File: config.mk
export PLATFORM = sky130hd
export DESIGN_NAME = cpu_interrupt_source_mux
export DESIGN_NICKNAME = d
export VERILOG_FILES = /design/src/hdl/irq_mux_pkg.sv /design/src/hdl/cpu_interrupt_source_mux.sv
export SDC_FILE = /design/constraint.sdc
export NUM_CORES = 1
export LEC_CHECK = 0
export ABC_AREA = 1
export BUFFER_PORTS_ARGS = -buffer_cell sky130_fd_sc_hd__buf_2
export CORE_MARGIN = 10
export CORE_UTILIZATION = 45
export CTS_CLUSTER_DIAMETER = 60
export CTS_CLUSTER_SIZE = 30
export DETAILED_ROUTE_END_ITERATION = 7
export PLACE_DENSITY = 0.75
export REMOVE_ABC_BUFFERS = 1
export SLEW_MARGIN = 20
export SYNTH_ARGS = -nofsm -noshare
export SYNTH_HDL_FRONTEND = slang
export SYNTH_SLANG_ARGS = --single-unit
File: constraint.sdc
create_clock -name clk -period 6.1 [get_ports clk]
set_input_delay 1.22 -clock clk [delete_from_list [all_inputs] [get_ports clk]]
set_output_delay 1.22 -clock clk [all_outputs]
set_load 0.005 [all_outputs]
File: src/hdl/irq_mux_pkg.sv
// Package: vectors, priorities and carriers for the interrupt source mux
package irq_mux_pkg;
    localparam int NUM_VEC = 17;
    localparam logic [15:0] VEC_RESET = 16'hFFFE;
    localparam logic [15:0] VEC_TRAP = 16'hFFFC;
    localparam logic [15:0] VEC_LOWEST = 16'hFFDC;
    localparam logic [15:0] VEC_STEP = 16'h0002;
    localparam logic [4:0] PRIO_TRAP = 5'h00;
    localparam logic [4:0] PRIO_EXT_PIN = 5'h01;
    localparam logic [4:0] PRIO_PLL = 5'h02;
    localparam logic [4:0] PRIO_T1_CH0 = 5'h03;
    localparam logic [4:0] PRIO_T1_CH1 = 5'h04;
    localparam logic [4:0] PRIO_T1_WRAP = 5'h05;
    localparam logic [4:0] PRIO_T2_CH0 = 5'h06;
    localparam logic [4:0] PRIO_T2_CH1 = 5'h07;
    localparam logic [4:0] PRIO_T2_WRAP = 5'h08;
    localparam logic [4:0] PRIO_SPI_RX = 5'h09;
    localparam logic [4:0] PRIO_SPI_TX = 5'h0A;
    localparam logic [4:0] PRIO_SCI_ERR = 5'h0B;
    localparam logic [4:0] PRIO_SCI_RX = 5'h0C;
    localparam logic [4:0] PRIO_SCI_TX = 5'h0D;
    localparam logic [4:0] PRIO_KBD = 5'h0E;
    localparam logic [4:0] PRIO_ADC = 5'h0F;
    localparam logic [4:0] PRIO_TIMEBASE = 5'h10;
    localparam int KBD_PINS = 8;
    localparam logic [3:0] IDLE_BITS_MIN = 4'hA;

    // One timer's event inputs and enables
    typedef struct packed {
        logic wrap_event;
        logic [1:0] channel_event;
        logic wrap_enable;
        logic [1:0] channel_event_enable;
    } timer_src_s;

    // Winning request handed to the CPU core
    typedef struct packed {
        logic valid;
        logic [4:0] prio;
        logic [15:0] vector;
        logic is_trap;
    } cpu_req_s;
endpackage : irq_mux_pkg

File: src/hdl/cpu_interrupt_source_mux.sv
// Interrupt source flags, gating, fixed priority and vector selection
module cpu_interrupt_source_mux (
    // Clock and reset
    input wire logic clk,
    input wire logic reset,
    // External pins, asynchronous
    input wire logic ext_request_pin,
    input wire logic [irq_mux_pkg::KBD_PINS-1:0] kbd_pin,
    input wire logic slave_select_input,
    input wire logic rx_line,
    // Pin masks (high blocks the request); kbd_pin_enable is per pin, high lets that pin request
    input wire logic ext_pin_request_mask,
    input wire logic kbd_pin_mask,
    input wire logic [irq_mux_pkg::KBD_PINS-1:0] kbd_pin_enable,
    // Clock generator
    input wire logic pll_lock,
    input wire logic pll_sync_change_enable,
    // Timers
    input wire irq_mux_pkg::timer_src_s timer1,
    input wire irq_mux_pkg::timer_src_s timer2,
    // SPI events and enables
    input wire logic spi_rx_load,
    input wire logic spi_tx_load,
    input wire logic spi_rx_read,
    input wire logic spi_transfer_active,
    input wire logic spi_master_mode,
    input wire logic spi_mode_fault_check_enable,
    input wire logic spi_rx_full_enable,
    input wire logic spi_tx_empty_enable,
    input wire logic spi_fault_irq_enable,
    // SCI events and enables
    input wire logic sci_tx_load,
    input wire logic sci_tx_shift_empty,
    input wire logic sci_tx_data_empty,
    input wire logic sci_break_or_idle_gen,
    input wire logic sci_rx_load,
    input wire logic sci_rx_read,
    input wire logic sci_rx_bit_tick,
    input wire logic sci_long_char,
    input wire logic sci_stop_bit_zero,
    input wire logic sci_noise_seen,
    input wire logic sci_parity_mismatch,
    input wire logic sci_tx_empty_enable,
    input wire logic tx_done_enable,
    input wire logic sci_rx_full_enable,
    input wire logic line_quiet_enable,
    input wire logic rx_overrun_enable,
    input wire logic line_noise_enable,
    input wire logic stop_bit_bad_enable,
    input wire logic parity_bad_enable,
    // ADC and timebase, already-gated requests
    input wire logic adc_request,
    input wire logic timebase_request,
    // Software flag clears, one pulse per flag, bit order as flag_view
    input wire logic [20:0] flag_clear,
    // CPU core handshake
    input wire logic instr_boundary,
    input wire logic software_trap_instr,
    input wire logic break_hit,
    input wire logic [15:0] pc_now,
    input wire logic mask_set_by_sw,
    input wire logic mask_clear_by_sw,
    // Outputs to the CPU core
    output irq_mux_pkg::cpu_req_s cpu_req,
    output logic [15:0] stacked_pc,
    output logic take_pulse,
    output logic global_mask,
    output logic [irq_mux_pkg::NUM_VEC-1:1] pending_view,
    output logic [20:0] flag_view
);
    // Pin synchronisers; first stage feeds only the second
    logic [2:0] pin_s1_reg;
    logic [2:0] pin_s2_reg;
    logic [irq_mux_pkg::KBD_PINS-1:0] kbd_s1_reg;
    logic [irq_mux_pkg::KBD_PINS-1:0] kbd_s2_reg;
    logic ss_prev_reg;
    logic pll_prev_reg;
    logic pll_primed_reg;
    logic [3:0] ones_count_reg;
    logic quiet_armed_reg;

    // Reset to the idle high level of the pins
    always_ff @(posedge clk or posedge reset) begin
        if (reset) begin
            pin_s1_reg <= 3'h7;
            pin_s2_reg <= 3'h7;
        end else begin
            pin_s1_reg <= {rx_line, slave_select_input, ext_request_pin};
            pin_s2_reg <= pin_s1_reg;
        end
    end

    always_ff @(posedge clk or posedge reset) begin
        if (reset) begin
            kbd_s1_reg <= '1;
            kbd_s2_reg <= '1;
        end else begin
            kbd_s1_reg <= kbd_pin;
            kbd_s2_reg <= kbd_s1_reg;
        end
    end

    // Edge history; a lock already held at reset release is no change
    always_ff @(posedge clk or posedge reset) begin
        if (reset) begin
            ss_prev_reg <= 1'b1;
            pll_prev_reg <= 1'b0;
            pll_primed_reg <= 1'b0;
        end else begin
            ss_prev_reg <= pin_s2_reg[1];
            pll_prev_reg <= pll_lock;
            pll_primed_reg <= 1'b1;
        end
    end

    logic ss_now;
    logic ss_rise;
    logic ss_fall;
    assign ss_now = pin_s2_reg[1];
    assign ss_rise = ss_now && !ss_prev_reg;
    assign ss_fall = !ss_now && ss_prev_reg;

    // Idle line counter; counts received ones at bit ticks
    logic [3:0] idle_target;
    logic quiet_event;
    assign idle_target = sci_long_char ? irq_mux_pkg::IDLE_BITS_MIN + 4'h1
                                       : irq_mux_pkg::IDLE_BITS_MIN;
    assign quiet_event = sci_rx_bit_tick && pin_s2_reg[2] && quiet_armed_reg
                         && (ones_count_reg + 4'h1 == idle_target);

    always_ff @(posedge clk or posedge reset) begin
        if (reset) begin
            ones_count_reg <= 4'h0;
            quiet_armed_reg <= 1'b1;
        end else if (sci_rx_bit_tick) begin
            if (!pin_s2_reg[2]) begin
                ones_count_reg <= 4'h0;
                quiet_armed_reg <= 1'b1;
            end else if (quiet_event) begin
                ones_count_reg <= 4'h0;
                quiet_armed_reg <= 1'b0;
            end else if (quiet_armed_reg) begin
                ones_count_reg <= ones_count_reg + 4'h1;
            end
        end
    end

    // Unread data trackers; full flags are cleared apart from the data read
    logic spi_unread_reg;
    logic sci_unread_reg;
    always_ff @(posedge clk or posedge reset) begin
        if (reset) begin
            spi_unread_reg <= 1'b0;
            sci_unread_reg <= 1'b0;
        end else begin
            spi_unread_reg <= spi_rx_load || (spi_unread_reg && !spi_rx_read);
            sci_unread_reg <= sci_rx_load || (sci_unread_reg && !sci_rx_read);
        end
    end

    // Event sources for the 21 sticky flags
    logic [20:0] flag_set;
    logic [20:0] flag_reg;
    logic [irq_mux_pkg::KBD_PINS-1:0] kbd_low;
    assign kbd_low = ~kbd_s2_reg & kbd_pin_enable;

    always_comb begin
        flag_set = '0;
        flag_set[0] = !pin_s2_reg[0];
        flag_set[1] = pll_primed_reg && (pll_lock != pll_prev_reg);
        flag_set[2] = timer1.channel_event[0];
        flag_set[3] = timer1.channel_event[1];
        flag_set[4] = timer1.wrap_event;
        flag_set[5] = timer2.channel_event[0];
        flag_set[6] = timer2.channel_event[1];
        flag_set[7] = timer2.wrap_event;
        flag_set[8] = spi_rx_load;
        flag_set[9] = spi_rx_load && spi_unread_reg && !spi_rx_read;
        flag_set[10] = spi_mode_fault_check_enable &&
            (spi_master_mode ? ss_fall : (ss_rise && spi_transfer_active));
        flag_set[11] = spi_tx_load;
        flag_set[12] = sci_rx_load && sci_unread_reg && !sci_rx_read;
        flag_set[13] = sci_noise_seen;
        flag_set[14] = sci_stop_bit_zero;
        flag_set[15] = sci_parity_mismatch;
        flag_set[16] = sci_rx_load;
        flag_set[17] = quiet_event;
        flag_set[18] = sci_tx_load;
        flag_set[19] = sci_tx_shift_empty && sci_tx_data_empty
                       && !sci_break_or_idle_gen;
        flag_set[20] = |kbd_low;
    end

    // Sticky flags; a set in the clear cycle wins
    genvar gi;
    generate
        for (gi = 0; gi < 21; gi++) begin : g_flag
            always_ff @(posedge clk or posedge reset) begin
                if (reset) begin
                    flag_reg[gi] <= 1'b0;
                end else if (flag_set[gi]) begin
                    flag_reg[gi] <= 1'b1;
                end else if (flag_clear[gi]) begin
                    flag_reg[gi] <= 1'b0;
                end
            end
        end
    endgenerate

    // Per-vector gated requests, index = priority
    logic [irq_mux_pkg::NUM_VEC-1:1] vec_req;
    always_comb begin
        vec_req = '0;
        vec_req[irq_mux_pkg::PRIO_EXT_PIN] = flag_reg[0] && !ext_pin_request_mask;
        vec_req[irq_mux_pkg::PRIO_PLL] = flag_reg[1] && pll_sync_change_enable;
        vec_req[irq_mux_pkg::PRIO_T1_CH0] = flag_reg[2] && timer1.channel_event_enable[0];
        vec_req[irq_mux_pkg::PRIO_T1_CH1] = flag_reg[3] && timer1.channel_event_enable[1];
        vec_req[irq_mux_pkg::PRIO_T1_WRAP] = flag_reg[4] && timer1.wrap_enable;
        vec_req[irq_mux_pkg::PRIO_T2_CH0] = flag_reg[5] && timer2.channel_event_enable[0];
        vec_req[irq_mux_pkg::PRIO_T2_CH1] = flag_reg[6] && timer2.channel_event_enable[1];
        vec_req[irq_mux_pkg::PRIO_T2_WRAP] = flag_reg[7] && timer2.wrap_enable;
        vec_req[irq_mux_pkg::PRIO_SPI_RX] = (flag_reg[8] && spi_rx_full_enable)
            || ((flag_reg[9] || flag_reg[10]) && spi_fault_irq_enable);
        vec_req[irq_mux_pkg::PRIO_SPI_TX] = flag_reg[11] && spi_tx_empty_enable;
        vec_req[irq_mux_pkg::PRIO_SCI_ERR] = (flag_reg[12] && rx_overrun_enable)
            || (flag_reg[13] && line_noise_enable)
            || (flag_reg[14] && stop_bit_bad_enable)
            || (flag_reg[15] && parity_bad_enable);
        vec_req[irq_mux_pkg::PRIO_SCI_RX] = (flag_reg[16] && sci_rx_full_enable)
            || (flag_reg[17] && line_quiet_enable);
        vec_req[irq_mux_pkg::PRIO_SCI_TX] = (flag_reg[18] && sci_tx_empty_enable)
            || (flag_reg[19] && tx_done_enable);
        vec_req[irq_mux_pkg::PRIO_KBD] = flag_reg[20] && !kbd_pin_mask;
        vec_req[irq_mux_pkg::PRIO_ADC] = adc_request;
        vec_req[irq_mux_pkg::PRIO_TIMEBASE] = timebase_request;
    end

    // Lowest index wins; scan from bottom so the last hit is highest priority
    logic [4:0] win_prio;
    logic win_any;
    always_comb begin
        win_prio = 5'h00;
        win_any = 1'b0;
        for (int i = irq_mux_pkg::NUM_VEC - 1; i >= 1; i--) begin
            if (vec_req[i]) begin
                win_prio = 5'(i);
                win_any = 1'b1;
            end
        end
    end

    // Trap request, from instruction or break point
    logic trap_req;
    assign trap_req = software_trap_instr || break_hit;

    // Mask is the registered bit, so a clear pulse opens the gate a cycle later
    logic hw_take;
    assign hw_take = instr_boundary && win_any && !global_mask;

    logic [15:0] win_vector;
    // Reset owns the top pair, so group n sits n pairs below the trap pair
    assign win_vector = irq_mux_pkg::VEC_TRAP - 16'({win_prio, 1'b0});

    // Request to the CPU, one pulse per taken interrupt
    always_ff @(posedge clk or posedge reset) begin
        if (reset) begin
            cpu_req <= '0;
            stacked_pc <= 16'h0000;
            take_pulse <= 1'b0;
        end else if (trap_req) begin
            cpu_req.valid <= 1'b1;
            cpu_req.prio <= irq_mux_pkg::PRIO_TRAP;
            cpu_req.vector <= irq_mux_pkg::VEC_TRAP;
            cpu_req.is_trap <= 1'b1;
            stacked_pc <= pc_now;
            take_pulse <= 1'b1;
        end else if (hw_take) begin
            cpu_req.valid <= 1'b1;
            cpu_req.prio <= win_prio;
            cpu_req.vector <= win_vector;
            cpu_req.is_trap <= 1'b0;
            stacked_pc <= pc_now - 16'h0001;
            take_pulse <= 1'b1;
        end else begin
            cpu_req.valid <= 1'b0;
            take_pulse <= 1'b0;
        end
    end

    // Global mask; set on reset and on every take
    always_ff @(posedge clk or posedge reset) begin
        if (reset) begin
            global_mask <= 1'b1;
        end else if (trap_req || hw_take || mask_set_by_sw) begin
            global_mask <= 1'b1;
        end else if (mask_clear_by_sw) begin
            global_mask <= 1'b0;
        end
    end

    // Visible pending bits and flags
    always_ff @(posedge clk or posedge reset) begin
        if (reset) begin
            pending_view <= '0;
        end else begin
            pending_view <= vec_req;
        end
    end

    always_ff @(posedge clk or posedge reset) begin
        if (reset) begin
            flag_view <= '0;
        end else begin
            flag_view <= flag_reg;
        end
    end
endmodule : cpu_interrupt_source_mux

# --- Yosys cells after proc, flatten, opt, wreduce, memory -nomap -nowiden ---
# Cells that the tools add are included.
classes:
  addsub: 3
  eq_ne: 5
  mux: 89
  bitwise_logic: 2
  n_reduce_logical: 83
ops:
  columns: ["cell", "n"]
  rows:
  - ["5-bit two-way mux", 16]
  - ["1-bit two-way mux", 66]
  - ["2-bit nonzero test", 22]
  - ["1-bit logical AND", 38]
  - ["16-bit two-way mux", 2]
  - ["23-bit two-way mux", 1]
  - ["22-bit two-way mux", 1]
  - ["16-bit by 1-bit subtractor with 16-bit output, second input constant", 1]
  - ["1-bit logical OR", 12]
  - ["4-bit two-way mux", 3]
  - ["8-bit bitwise AND", 1]
  - ["1-bit logical NOT", 8]
  - ["8-bit inverter", 1]
  - ["8-bit OR reduction", 1]
  - ["3-bit by 7-bit subtractor with 8-bit output, first input constant", 1]
  - ["4-bit by 1-bit adder with 4-bit output, second input constant", 1]
  - ["4-bit == test", 1]
  - ["2-bit AND reduction", 2]
  - ["3-bit by 1-bit inequality test with 1-bit output, second input constant", 1]
  - ["2-bit by 1-bit inequality test with 1-bit output, second input constant", 1]
  - ["2-bit inequality test, second input constant", 1]
  - ["1-bit inequality test", 1]
totals:
  regBits: 131
  out_inout_bits: 78
  wordCells: 223

# --- Longest topological paths before layout ---
# Gate-level depths: netlist of run 1.
logic_depth:
  ltp_word: 21
  depth_mapped: 21
  depth_no_buf: 21

# --- Worst setup path after synthesis of run 1 ---
# Ideal clock, no wire load.
synth_timing:
  path_kind: "input port to flip-flop"
  startpoint: "input port kbd_pin_mask"
  endpoint: "register cpu_req[4] (netlist bit)"
  arrival_ns: 2.618
  path_slack_ns: 3.357
  stages: 12
  path_cell_list: "inv_1 > nand2_1 > inv_1 > nor2_1 > o31ai_1 > a21oi_1 > or2_2 > a31oi_1 > ha_1 > a21oi_1 > o32ai_1 > inv_1"
synth_via:
  elab_chain_len: 19
  elab_cells_between_ends: 36
  classes_between: "1 x add/sub; 30 x mux; 5 x reduce/logical"
synth_rtl:
  columns: ["element", "line_no", "text"]
  rows:
  - ["start: declaration", "cpu_interrupt_source_mux.sv:13", "input wire logic kbd_pin_mask,"]
  - ["1-bit logical NOT *", "cpu_interrupt_source_mux.sv:233", "vec_req[irq_mux_pkg::PRIO_KBD] = flag_reg[20] && !kbd_pin_mask;"]
  - ["1-bit logical AND *", "cpu_interrupt_source_mux.sv:233", null]
  - ["named net vec_req, one bit", "cpu_interrupt_source_mux.sv:211", "logic [irq_mux_pkg::NUM_VEC-1:1] vec_req;"]
  - ["5-bit two-way mux or 1-bit two-way mux (tied branches) (14 in a row)", "cpu_interrupt_source_mux.sv:245", "if (vec_req[i]) begin"]
  - ["3-bit by 7-bit subtractor with 8-bit output or 1-bit logical AND (tied branches)", "cpu_interrupt_source_mux.sv:262, cpu_interrupt_source_mux.sv:258", null]
  - ["22-bit two-way mux or 1-bit logical AND (tied branches)", "cpu_interrupt_source_mux.sv:277, cpu_interrupt_source_mux.sv:258", null]
  - ["23-bit two-way mux or 2-bit nonzero test (tied branches)", null, null]
  - ["end: declaration", "cpu_interrupt_source_mux.sv:64", "output irq_mux_pkg::cpu_req_s cpu_req,"]
# The timed path passes the listed nets; every way through them passes the cells marked *. The select of a mux whose other input is x is not followed.
# A chain may end at the register's enable or synchronous reset.

# --- Worst setup path after layout of run 1 ---
layout_timing:
  startpoint: "input port parity_bad_enable"
  endpoint: "register stacked_pc[10]"
layout_via:
  elab_chain_len: 16
layout_rtl:
  columns: ["element", "line_no", "text"]
  rows:
  - ["start: declaration", "cpu_interrupt_source_mux.sv:50", "input wire logic parity_bad_enable,"]
  - ["1-bit logical AND", "cpu_interrupt_source_mux.sv:228", "|| (flag_reg[15] && parity_bad_enable);"]
  - ["1-bit logical OR", "cpu_interrupt_source_mux.sv:228", null]
  - ["named net vec_req, one bit", "cpu_interrupt_source_mux.sv:211", null]
  - ["1-bit two-way mux (11 in a row)", "cpu_interrupt_source_mux.sv:245", null]
  - ["1-bit logical AND (2 in a row)", "cpu_interrupt_source_mux.sv:258", "assign hw_take = instr_boundary && win_any && !global_mask;"]
  - ["2-bit nonzero test (no source line)", null, null]
  - ["end signal: assignment", "cpu_interrupt_source_mux.sv:275", "stacked_pc <= pc_now;"]
  - ["end signal: assignment", "cpu_interrupt_source_mux.sv:282", "stacked_pc <= pc_now - 16'h0001;"]
  - ["end: declaration", "cpu_interrupt_source_mux.sv:65", "output logic [15:0] stacked_pc,"]
# The timed path passes the listed nets, and every way through them passes these cells.

==> results of run 1 <==
logic make-up (layout without fill, tap and decap cells):
logic type	count (synthesis)	after routing	share of synthesized area
adders and majority gates	3	3	0.008124
xor gates and xnor gates	16	16	0.03033
DFF	120	120	0.6566
other	2	2	0.001625
muxes	1	1	0.002166
AOI/OAI and AO/OA	64	64	0.08503
buffers and inverters	81	285	0.07717
and+or+nand+nor	139	139	0.1389
layout make-up:
| class | count | area share |
|---|---|---|
| clock buffers | 24 | 0.07789 |
| inverters | 67 | 0.04118 |
| multi-input cells | 225 | 0.1994 |
| well taps | 133 | 0.02698 |
| repair buffers | 186 | 0.1513 |
| flip-flops and latches | 120 | 0.4919 |
| clock inverters | 8 | 0.01136 |
through the flow:
stage	total power, uW	area (sq um)
2_1_floorplan	965.7	4516
3_3_place_gp	1056	5618
3_5_place_dp	1064	5618
4_1_cts	1980	6168
5_1_grt	2050	6168
6_report	1955	6168
cell usage in the layout (no fill, tap or decap), types with 4 or more instances in the layout:
| cell type | netlist | final |
|---|---|---|
| clkinv_2 | 0 | 5 |
| dfstp_2 | 25 | 25 |
| o21ai_0 | 25 | 25 |
| nor2_1 | 25 | 25 |
| clkbuf_8 | 0 | 5 |
| o22ai_1 | 9 | 9 |
| nand2_1 | 82 | 82 |
| buf_2 | 0 | 185 |
| dfrtp_1 | 95 | 95 |
| nand2_2 | 4 | 4 |
| nand3_1 | 9 | 9 |
| xor2_1 | 9 | 9 |
| clkbuf_16 | 0 | 16 |
| a21oi_1 | 6 | 6 |
| o21bai_1 | 11 | 11 |
| or2_2 | 4 | 4 |
| xnor2_1 | 7 | 7 |
| inv_1 | 66 | 65 |
path summary, 6_finish.rpt:
check	startpoint	to	slack, ns	cells after the start
min in group asynchronous	reset	flag_view[18]$_DFF_PP0_	0.80	2
hold / removal	kbd_s1_reg[3]$_DFF_PP1_	kbd_s2_reg[3]$_DFF_PP1_	0.35	0
max in group asynchronous	reset	pending_view[13]$_DFF_PP0_	4.05	3
hold reg to reg	kbd_s1_reg[3]$_DFF_PP1_	kbd_s2_reg[3]$_DFF_PP1_	0.35	0
setup / recovery	parity_bad_enable	stacked_pc[10]$_DFFE_PP0P_	3.41	13
setup reg to reg	flag_reg[15]$_DFFE_PP0P_	stacked_pc[10]$_DFFE_PP0P_	3.80	12
worst reg2reg max path: cells and delay by family (launching register included):
kind / cells / cell delay [ns]
AO/OA/AOI/OAI: 1 / 0.18
AND/OR/NAND/NOR: 9 / 1.10
buffers and inverters: 2 / 0.49
flip-flops: 1 / 0.40
per-layer routing:
layer / wire, um / GRT usage
met1: 4455 / 0.1622
met2: 5752 / 0.2601
met3: 1040 / 0.06747
met4: 325 / 0.08271
met5: 0 / 0
power groups by stage:
stage          Sequential [uW]  Clock [uW]  Combinational, uW
5_1_grt                    881         972                197
6_report                   876         907                172
3_5_place_dp               888           0                176
2_1_floorplan              888           0               77.9
4_1_cts                    876         928                177
3_3_place_gp               885           0                171
==> out/qor.csv, run 1 <==
stage;metric;value;unit
synth;synth_top_area_share;0.5145;
clocking;ctsHoldBuffers;0;
power_and_ir_drop;seqPwrFrac;0.448;
placed_design;dpl_worst_slack;2.902;ns
routing;drt-initial-drc-count;174;
critical_path;cp-start-kind;input port;
clocking;cts_max_level;4;
power_and_ir_drop;internal_power;1506;uW
run;cap_viol_max_count;0;
synth;async_reset_ff_frac;1.000;
power_and_ir_drop;power_frac_comb;0.088;
clocking;post_cts_resized;0;
critical_path;cp_max_fo;34;
routing;ant_nets;0;
global_routing;grt_start_max_net_pins;68;
floorplan;die_width;121.3;um
hold_path;hold_class;register to register;
power_and_ir_drop;power_frac_clock;0.464;
clocking;root_buffer;clkbuf_8;
critical_path;slowest_stage;inv_2;
critical_path;path_buf_inv;3;
synth;mappedNetlistArea;4621;sq um
synth;synthTopCellsByCount;dfrtp_1 (95), nand2_1 (82), inv_1 (66);
sta;setup_tns;0;ns
power_and_ir_drop;powerDensity;316.9;nW/um^2
synth;syn_inst;426;
synth;synthTopCellsByArea;dfrtp_1 (51%), dfstp_2 (14%), nand2_1 (6.7%);
critical_path;critPathTopFamily;simple AND/OR/NAND/NOR gates;
cells_and_area;seqCellArea;3034;sq um
routing;first_pass_iters;4;
sta;hold_viol_final;0;
synth;syn_avg_cell_area;10.85;sq um
global_routing;grtUsageTotal;0.1556;
clocking;ctsLongestPathBuffers;2;
cells_and_area;nNetsFinal;729;
sta;fin_crit_sh;0.4408;
critical_path;cpPeakStageDelay;0.40;ns
global_routing;grt_pass1_vias;3868;
critical_path;cp.arrival;3.05;ns
cells_and_area;multi_input_area;1230;sq um
status;outcome;completed;
placed_design;dp_cells;731;
sta;setup_viol;0;
power_and_ir_drop;switching_power;448.9;uW
placed_design;place_congestion;0.8469;
power_and_ir_drop;p_leak;0.003180;uW
floorplan;die_y;121.3;um
placed_design;port-buffer-count;185;
sta;worst_pin_slew;0.7944;ns
floorplan;ioPinCount;187;
cells_and_area;stdcell_count;763;
critical_path;cp_common_cell;nand2_1;
synth;ys_seq_area_frac;0.6566;
synth;synth_edf_count;0;
clocking;cts_inserted_buffers;17;
critical_path;cp.required;6.46;ns
routing;routedWlPerCell;15.17;um
synth;synth_seq_cells;120;
cells_and_area;drive_above_1_share;0.4159;
synth;yosysTopAreaCell;dfrtp_1;
sta;rsz0062_at_grt;no;
sta;slew_viol_final;0;
synth;synth_top_flop_cell;dfrtp_1;
cells_and_area;syn2layout_area_growth;33.50;%
global_routing;grt_overflow;0;
sta;fmaxAchievable;0.3719;GHz
critical_path;crit_path_end_kind;register;
floorplan;die_area;14720;sq um
clocking;cts_tree;yes;
cells_and_area;utilization;0.6225;
clocking;post_cts_buffers;0;
cells_and_area;num_antenna_cells;0;
global_routing;grt_pass1_wl;18040;um
sta;slew-limit-headroom;0.4704;
power_and_ir_drop;peakVddDrop;0.0001816;V
global_routing;grt_antenna_before_repair;0;
synth;yosysUniqueCellTypes;36;
routing;vias;3523;
sta;fin_skew;0.006935;ns
floorplan;initial_utilization;0.4663;
synth;yosysMostFrequentCell;dfrtp_1;
sta;fin_ws;3.411;ns
routing;vias_per_cell;4.617;
floorplan;row_count;36;
sta;fin_crit;2.689;ns
critical_path;crit_type;input port to register;
cells_and_area;nFillCells;871;
sta;hold_slack;0.3536;ns
power_and_ir_drop;switching_share;0.2296;
clocking;clkTransAtPathRegs;0.05;ns
clocking;cts.sinks;120;
floorplan;core_area;9910;sq um
critical_path;path_cells;buf_2 > nand2_1 > nand2_1 > nor2_1 > inv_1 > nor2_1 > nand2_1 > nor2_2 > nand2_1 > nand3_2 > nand2_2 > inv_2 > o21ai_0;
routing;drt-total-wl;11570;um
synth;yosys_warnings;0;
placed_design;dp_hpwl;9107;um
routing;drc;0;
clocking;insertion_delay;0.50;ns
Note: power is estimated with default switching activity, not from simulation.
==> run 2: changes to the inputs <==
==> constraint.sdc (replaced) <==
create_clock -name clk -period 2.75 [get_ports clk]
set_input_delay 0.55 -clock clk [delete_from_list [all_inputs] [get_ports clk]]
set_output_delay 0.55 -clock clk [all_outputs]
set_load 0.005 [all_outputs]
==> run 2 against run 1 <==
  * Clock power rose by 130%
  * Non-clock buffer count rose by 3
  * Sequential share of layout area fell by 0.45 points
  * Utilization rose by 0.58 points
  * Power rose by 120%
  * Wire length rose by 1.1%
  * Critical path type is now register to register
  * Sequential power rose by 120%
  * First-iteration DRC count rose by 14%
  * Critical path depth fell by 3
==> out/qor.csv, run 2 (synthesis results as in run 1) <==
stage;metric;value;unit;change
sta;slew-limit-headroom;0.6599;;+0.1896
sta;slew_viol_final;0;;unchanged
power_and_ir_drop;power_frac_comb;0.089;;about the same
placed_design;place_congestion;0.8281;;-2.2%
routing;first_pass_iters;4;;unchanged
clocking;post_cts_resized;0;;unchanged
critical_path;cp_max_fo;3;;-91%
status;outcome;completed;;
run;cap_viol_max_count;0;;unchanged
placed_design;dp_hpwl;9315;um;+2.3%
clocking;root_buffer;clkbuf_8;;
power_and_ir_drop;switching_power;975.3;uW;+120%
critical_path;cp.arrival;2.65;ns;-0.40 ns
floorplan;die_area;14720;sq um;unchanged
cells_and_area;layout_commonest_cell;buf_2;;
global_routing;grt_antenna_before_repair;0;;unchanged
sta;fmaxAchievable;0.4422;GHz;
global_routing;grt_pass1_vias;3877;;+0.23%
clocking;cts_max_level;4;;unchanged
routing;vias;3562;;+1.1%
routing;ant_nets;0;;unchanged
global_routing;grt_start_max_net_pins;57;;-16%
critical_path;crit_path_end_kind;register;;
global_routing;grt_overflow;0;;unchanged
placed_design;port-buffer-count;185;;unchanged
sta;worst_pin_slew;0.5082;ns;-0.2862 ns
clocking;ctsHoldBuffers;0;;unchanged
clocking;insertion_delay;0.51;ns;about the same
placed_design;placed_area;5653;sq um;+0.62%
sta;setup_viol;0;;unchanged
clocking;cts_inserted_buffers;17;;unchanged
sta;fin_crit;2.262;ns;
placed_design;dp_cells;734;;+0.41%
critical_path;cp.required;3.14;ns;-3.32 ns
hold_path;hold_class;input port to async pin;;
routing;routedWlPerCell;15.28;um;+0.73%
clocking;ctsLongestPathBuffers;2;;unchanged
cells_and_area;nNetsFinal;732;;+0.41%
critical_path;crit_type;register to register;;
clocking;clkTransAtPathRegs;0.06;ns;about the same
power_and_ir_drop;switching_share;0.2221;;-0.007517
sta;hold_slack;0.07485;ns;-0.2787 ns
critical_path;slowest_stage;dfrtp_1;;
floorplan;initial_utilization;0.4663;;unchanged
sta;fin_ws;0.4884;ns;-2.923 ns
sta;fin_skew;0.01027;ns;+0.003338 ns
critical_path;cp-start-kind;register;;
cells_and_area;num_antenna_cells;0;;unchanged
floorplan;core_area;9910;sq um;unchanged
routing;drt-total-wl;11700;um;+1.1%
routing;vias_per_cell;4.650;;+0.71%
critical_path;r2r-start;flag_reg[10]$_DFFE_PP0P_;;
power_and_ir_drop;powerDensity;705.3;nW/um^2;+120%
floorplan;die_width;121.3;um;unchanged
floorplan;row_count;36;;unchanged
cells_and_area;drive_above_1_share;0.4155;;about the same
sta;hold_viol_final;0;;unchanged
power_and_ir_drop;peakVddDrop;0.0003589;V;+98%
global_routing;grtUsageTotal;0.1600;;+0.004428
placed_design;dpl_worst_slack;0.2302;ns;-2.672 ns
routing;drt-initial-drc-count;199;;+14%
critical_path;cp_common_cell;a21oi_1;;
critical_path;cp-startpoint;flag_reg[10]$_DFFE_PP0P_;;
power_and_ir_drop;seqPwrFrac;0.442;;-0.006
clocking;cts_tree;yes;;
critical_path;cpPeakStageDelay;0.39;ns;about the same
clocking;post_cts_buffers;0;;unchanged
cells_and_area;stdcell_count;766;;+0.39%
critical_path;path_cells;o21ai_0 > nand2_1 > nor2_1 > a21oi_1 > or2_2 > a31oi_1 > ha_1 > a21oi_1 > o32ai_1 > inv_1;;
power_and_ir_drop;internal_power;3416;uW;+130%
sta;fin_crit_sh;0.8224;;
cells_and_area;syn2layout_area_growth;34.74;%;
sta;rsz0062_at_grt;no;;
clocking;cts.sinks;120;;unchanged
power_and_ir_drop;power_frac_clock;0.469;;+0.005
floorplan;ioPinCount;187;;unchanged
cells_and_area;postLayoutCellArea;6226;sq um;+0.93%
routing;drc;0;;unchanged
power_and_ir_drop;p_leak;0.003212;uW;+1.0%
global_routing;grt_pass1_wl;18570;um;+2.9%
cells_and_area;final_cell_mix;buf_2 (185), dfrtp_1 (95), nand2_1 (82), inv_1 (65);;
floorplan;die_y;121.3;um;unchanged
[run 2: worst paths after layout]
check	endpoint	slack, ns	cells past startpoint
min in group clk	pin_s1_reg[0]$_DFF_PP1_	0.14	1
worst max register to register	cpu_req[4]$_DFFE_PP0P_	0.49	10
worst min register to register	kbd_s2_reg[6]$_DFF_PP1_	0.35	0
max in group asynchronous	pin_s1_reg[0]$_DFF_PP1_	1.92	3
worst max-delay path	cpu_req[4]$_DFFE_PP0P_	0.49	10
worst min-delay path	flag_view[16]$_DFF_PP0_	0.07	2
[run 2: per-layer routing]
metal / GRT usage / up-vias / part of all wire
met5: 0 / - / 0
met4: 0.07303 / 0 / 0.024
met3: 0.08097 / 21 / 0.10
met2: 0.2659 / 139 / 0.50
met1: 0.1657 / 1680 / 0.38
li1: - / 1722 / -
[run 2: cell type report]
cell class | instances | area (sq um)
Fill cell | 840 | 3684
Sequential cell | 120 | 3034
Multi-Input combinational cell | 225 | 1230
Timing Repair Buffer | 189 | 968.4
Clock buffer | 31 | 568.0
Inverter | 67 | 254.0
Tap cell | 133 | 166.4
Clock inverter | 1 | 5.005
[run 2: power groups by stage]
stage / Combinational [uW] / Clock (uW) / Sequential [uW]
6_report: 391 / 2060 / 1940
2_1_floorplan: 173 / 0 / 1970
4_1_cts: 401 / 2100 / 1940
3_5_place_dp: 398 / 0 / 1970
5_1_grt: 448 / 2200 / 1950
3_3_place_gp: 386 / 0 / 1960
[run 2: stage by stage]
step / power [uW] / setup TNS [ns] / utilization
detailed placement: 2369 / 0 / 0.5705
finish: 4391 / 0 / 0.6283
global route: 4600 / 0 / 0.6283
floorplan: 2142 / -92.33 / -
CTS: 4448 / 0 / 0.6283
global placement: 2350 / 0 / 0.5705
[run 2: worst max-delay path: cells and delay by family (launching register included)]
family	cells	cell delay [ns]
DFF	1	0.39
adders and majority gates	1	0.22
buffers and inverters	1	0.07
AOI/OAI and AO/OA	5	0.82
and+or+nand+nor	3	0.63
==> run 3: changes to the inputs <==
--- a/config.mk
+++ b/config.mk
@@ -8,7 +8,7 @@
 export ABC_AREA = 1
 export BUFFER_PORTS_ARGS = -buffer_cell sky130_fd_sc_hd__buf_2
 export CORE_MARGIN = 10
-export CORE_UTILIZATION = 45
+export CORE_UTILIZATION = 43
 export CTS_CLUSTER_DIAMETER = 60
 export CTS_CLUSTER_SIZE = 30
 export DETAILED_ROUTE_END_ITERATION = 7
==> constraint.sdc (replaced) <==
create_clock -name clk -period 1.88 [get_ports clk]
set_input_delay 0.376 -clock clk [delete_from_list [all_inputs] [get_ports clk]]
set_output_delay 0.376 -clock clk [all_outputs]
set_load 0.005 [all_outputs]
==> run 3 against run 2 <==
  * First-iteration DRC count is 2.5% lower
  * Critical path depth is 1 higher
  * Highest routed layer unchanged
  * Wire length is 20% higher
  * Largest power group unchanged
  * Power is 59% higher
  * Cell count is 13% higher
  * Setup slack worse by 0.68 ns
  * The run now ends with negative setup slack left
  * Fmax is 9.2% higher
  * Clock skew is 0.0037 ns lower
  * Register-to-register slack worse by 0.68 ns
  * Non-clock buffer count is 96 higher
==> out/qor.csv, run 3 (synthesis results as in run 1) <==
stage;metric;value;unit;change
status;outcome;finished, violations left;;
status;violations;negative setup slack;;
critical_path;crit_path_end_kind;register;;
global_routing;grtUsageTotal;0.1804;;+0.02041
cells_and_area;seqCellArea;3034;sq um;unchanged
critical_path;cp.required;2.27;ns;-0.87 ns
sta;hold_slack;0.04193;ns;-0.03292 ns
sta;slew_viol_final;0;;unchanged
sta;fin_crit;2.071;ns;-0.1906 ns
cells_and_area;multi_input_area;1540;sq um;+25%
cells_and_area;nFillCells;720;;-14%
clocking;root_buffer;clkbuf_8;;
cells_and_area;nNetsFinal;828;;+13%
power_and_ir_drop;powerDensity;934.3;nW/um^2;+32%
global_routing;grt_pass1_vias;4435;;+14%
critical_path;crit_type;register to register;;
cells_and_area;layout_commonest_cell;buf_2;;
sta;hold_viol_final;0;;unchanged
clocking;ctsLongestPathBuffers;2;;unchanged
power_and_ir_drop;peakVddDrop;0.0005069;V;+41%
placed_design;port-buffer-count;185;;unchanged
clocking;insertion_delay;0.50;ns;about the same
floorplan;initial_utilization;0.4436;;-0.02268
floorplan;die_y;123.7;um;+1.9%
placed_design;dp_cells;789;;+7.5%
clocking;cts_inserted_buffers;17;;unchanged
cells_and_area;syn2layout_area_growth;61.66;%;
clocking;clkTransAtPathRegs;0.06;ns;about the same
global_routing;grt_overflow;0;;unchanged
floorplan;row_count;37;;+2.8%
routing;routedWlPerCell;16.14;um;+5.7%
routing;drt-total-wl;14000;um;+20%
sta;fin_skew;0.006608;ns;-0.003664 ns
sta;fin_ws;-0.1910;ns;-0.6794 ns
cells_and_area;drive_above_1_share;0.5652;;+0.1497
cells_and_area;final_cell_mix;buf_2 (185), dfrtp_1 (95), buf_4 (66), inv_1 (60), nand2_1 (53);;
clocking;cts_tree;yes;;
sta;rsz0062_at_grt;yes;;
sta;fmaxAchievable;0.4829;GHz;+9.2%
routing;drt-initial-drc-count;194;;-2.5%
critical_path;cp_max_fo;3;;unchanged
run;cap_viol_max_count;0;;unchanged
critical_path;cp.arrival;2.46;ns;-0.19 ns
routing;vias_per_cell;4.656;;+0.13%
sta;setup_tns;-2.960;ns;-2.960 ns
routing;vias;4037;;+13%
critical_path;cp-start-kind;register;;
sta;setup_viol;27;;+27
clocking;cts_max_level;4;;unchanged
routing;first_pass_iters;4;;unchanged
floorplan;die_width;123.7;um;+1.9%
floorplan;ioPinCount;187;;unchanged
sta;fin_crit_sh;1.102;;+0.2792
global_routing;grt_antenna_before_repair;2;;+2
power_and_ir_drop;p_leak;0.003809;uW;+19%
floorplan;die_area;15290;sq um;+3.9%
cells_and_area;stdcell_count;867;;+13%
placed_design;dp_hpwl;9710;um;+4.3%
routing;ant_nets;0;;unchanged
global_routing;grt_start_max_net_pins;73;;+28%
floorplan;core_area;10420;sq um;+5.1%
placed_design;place_congestion;0.8510;;+2.8%
clocking;cts.sinks;120;;unchanged
routing;drc;0;;unchanged
hold_path;hold_class;input port to register;;
global_routing;grt_pass1_wl;21250;um;+14%
[run 3: cell types whose count changed in the layout (fill, tap and decap cells not counted), sizes merged]
cell	before	now
clkbuf	31	18
bufinv	0	3
diode	0	2
dlygate4sd3	0	15
inv	67	69
clkinvlp	0	4
buf	189	270
clkinv	1	5
[run 3: per-layer routing]
| metal | share of wire | global-route usage |
|---|---|---|
| met1 | 0.36 | 0.1839 |
| met2 | 0.53 | 0.3195 |
| met3 | 0.080 | 0.05882 |
| met4 | 0.028 | 0.1012 |
| met5 | 0 | 0 |
[run 3: repair_timing]
| action | in CTS | in global routing |
|---|---|---|
| hold buffers | 15 | 0 |
| gates resized for setup | 75 | 51 |
| endpoints found under the setup margin | 28 | 30 |
| endpoints found under the hold margin | 109 | 0 |
| cloned | 3 | 0 |
| setup buffers | 27 | 11 |
| pin swaps | 20 | 18 |
[run 3: layout make-up]
type                            instances  share of cell area
Antenna cell                            2           0.0006700
Clock buffer                           18             0.05729
Clock inverter                         14             0.02328
Inverter                               67             0.03501
Multi-Input combinational cell        225              0.2062
Sequential cell                       120              0.4062
Tap cell                              136             0.02278
Timing Repair Buffer                  285              0.2486
[run 3: final timing paths]
path,from,to,slack [ns],cells past startpoint
max in group asynchronous,reset,pin_s2_reg[0]$_DFF_PP1_,1.02,4
worst min-delay path,flag_clear[5],flag_reg[5]$_DFFE_PP0P_,0.04,2
worst max register to register,flag_reg[19]$_DFFE_PP0P_,cpu_req[4]$_DFFE_PP0P_,-0.19,11
worst min register to register,kbd_s1_reg[0]$_DFF_PP1_,kbd_s2_reg[0]$_DFF_PP1_,0.35,0
min in group asynchronous,reset,flag_view[18]$_DFF_PP0_,0.47,4
worst max-delay path,flag_reg[19]$_DFFE_PP0P_,cpu_req[4]$_DFFE_PP0P_,-0.19,11
[run 3: metrics by stage]
step           utilization  setup slack [ns]  area (sq um)  total power, uW
4_1_cts             0.6996           -0.1478          7287             6956
3_5_place_dp        0.5829           -0.4145          6072             3563
3_3_place_gp        0.5829           -0.3506          6072             3530
2_1_floorplan            -            -1.640          4516             3133
6_report            0.7171           -0.1910          7470             6979
5_1_grt             0.7171           -0.3791          7470             7270
[run 3: critical path, cell delays in order (launching register included)]
cell and delay (ns):
dfrtp_1 0.40, nand2_2 0.09, nand2_4 0.06, buf_4 0.14
o31ai_4 0.21, a21oi_1 0.09, or2_4 0.27, a31oi_4 0.17
ha_4 0.17, a21oi_2 0.04, o32ai_2 0.25, inv_1 0.06
[run 3: where the power goes]
part           leakage [uW]  switching [uW]  internal [uW]  total (uW)
sequential          0.00136            84.4           2760        2850
combinational       0.00216             437            459         896
clock              0.000284            1170           2060        3230
total               0.00381            1700           5280        6980
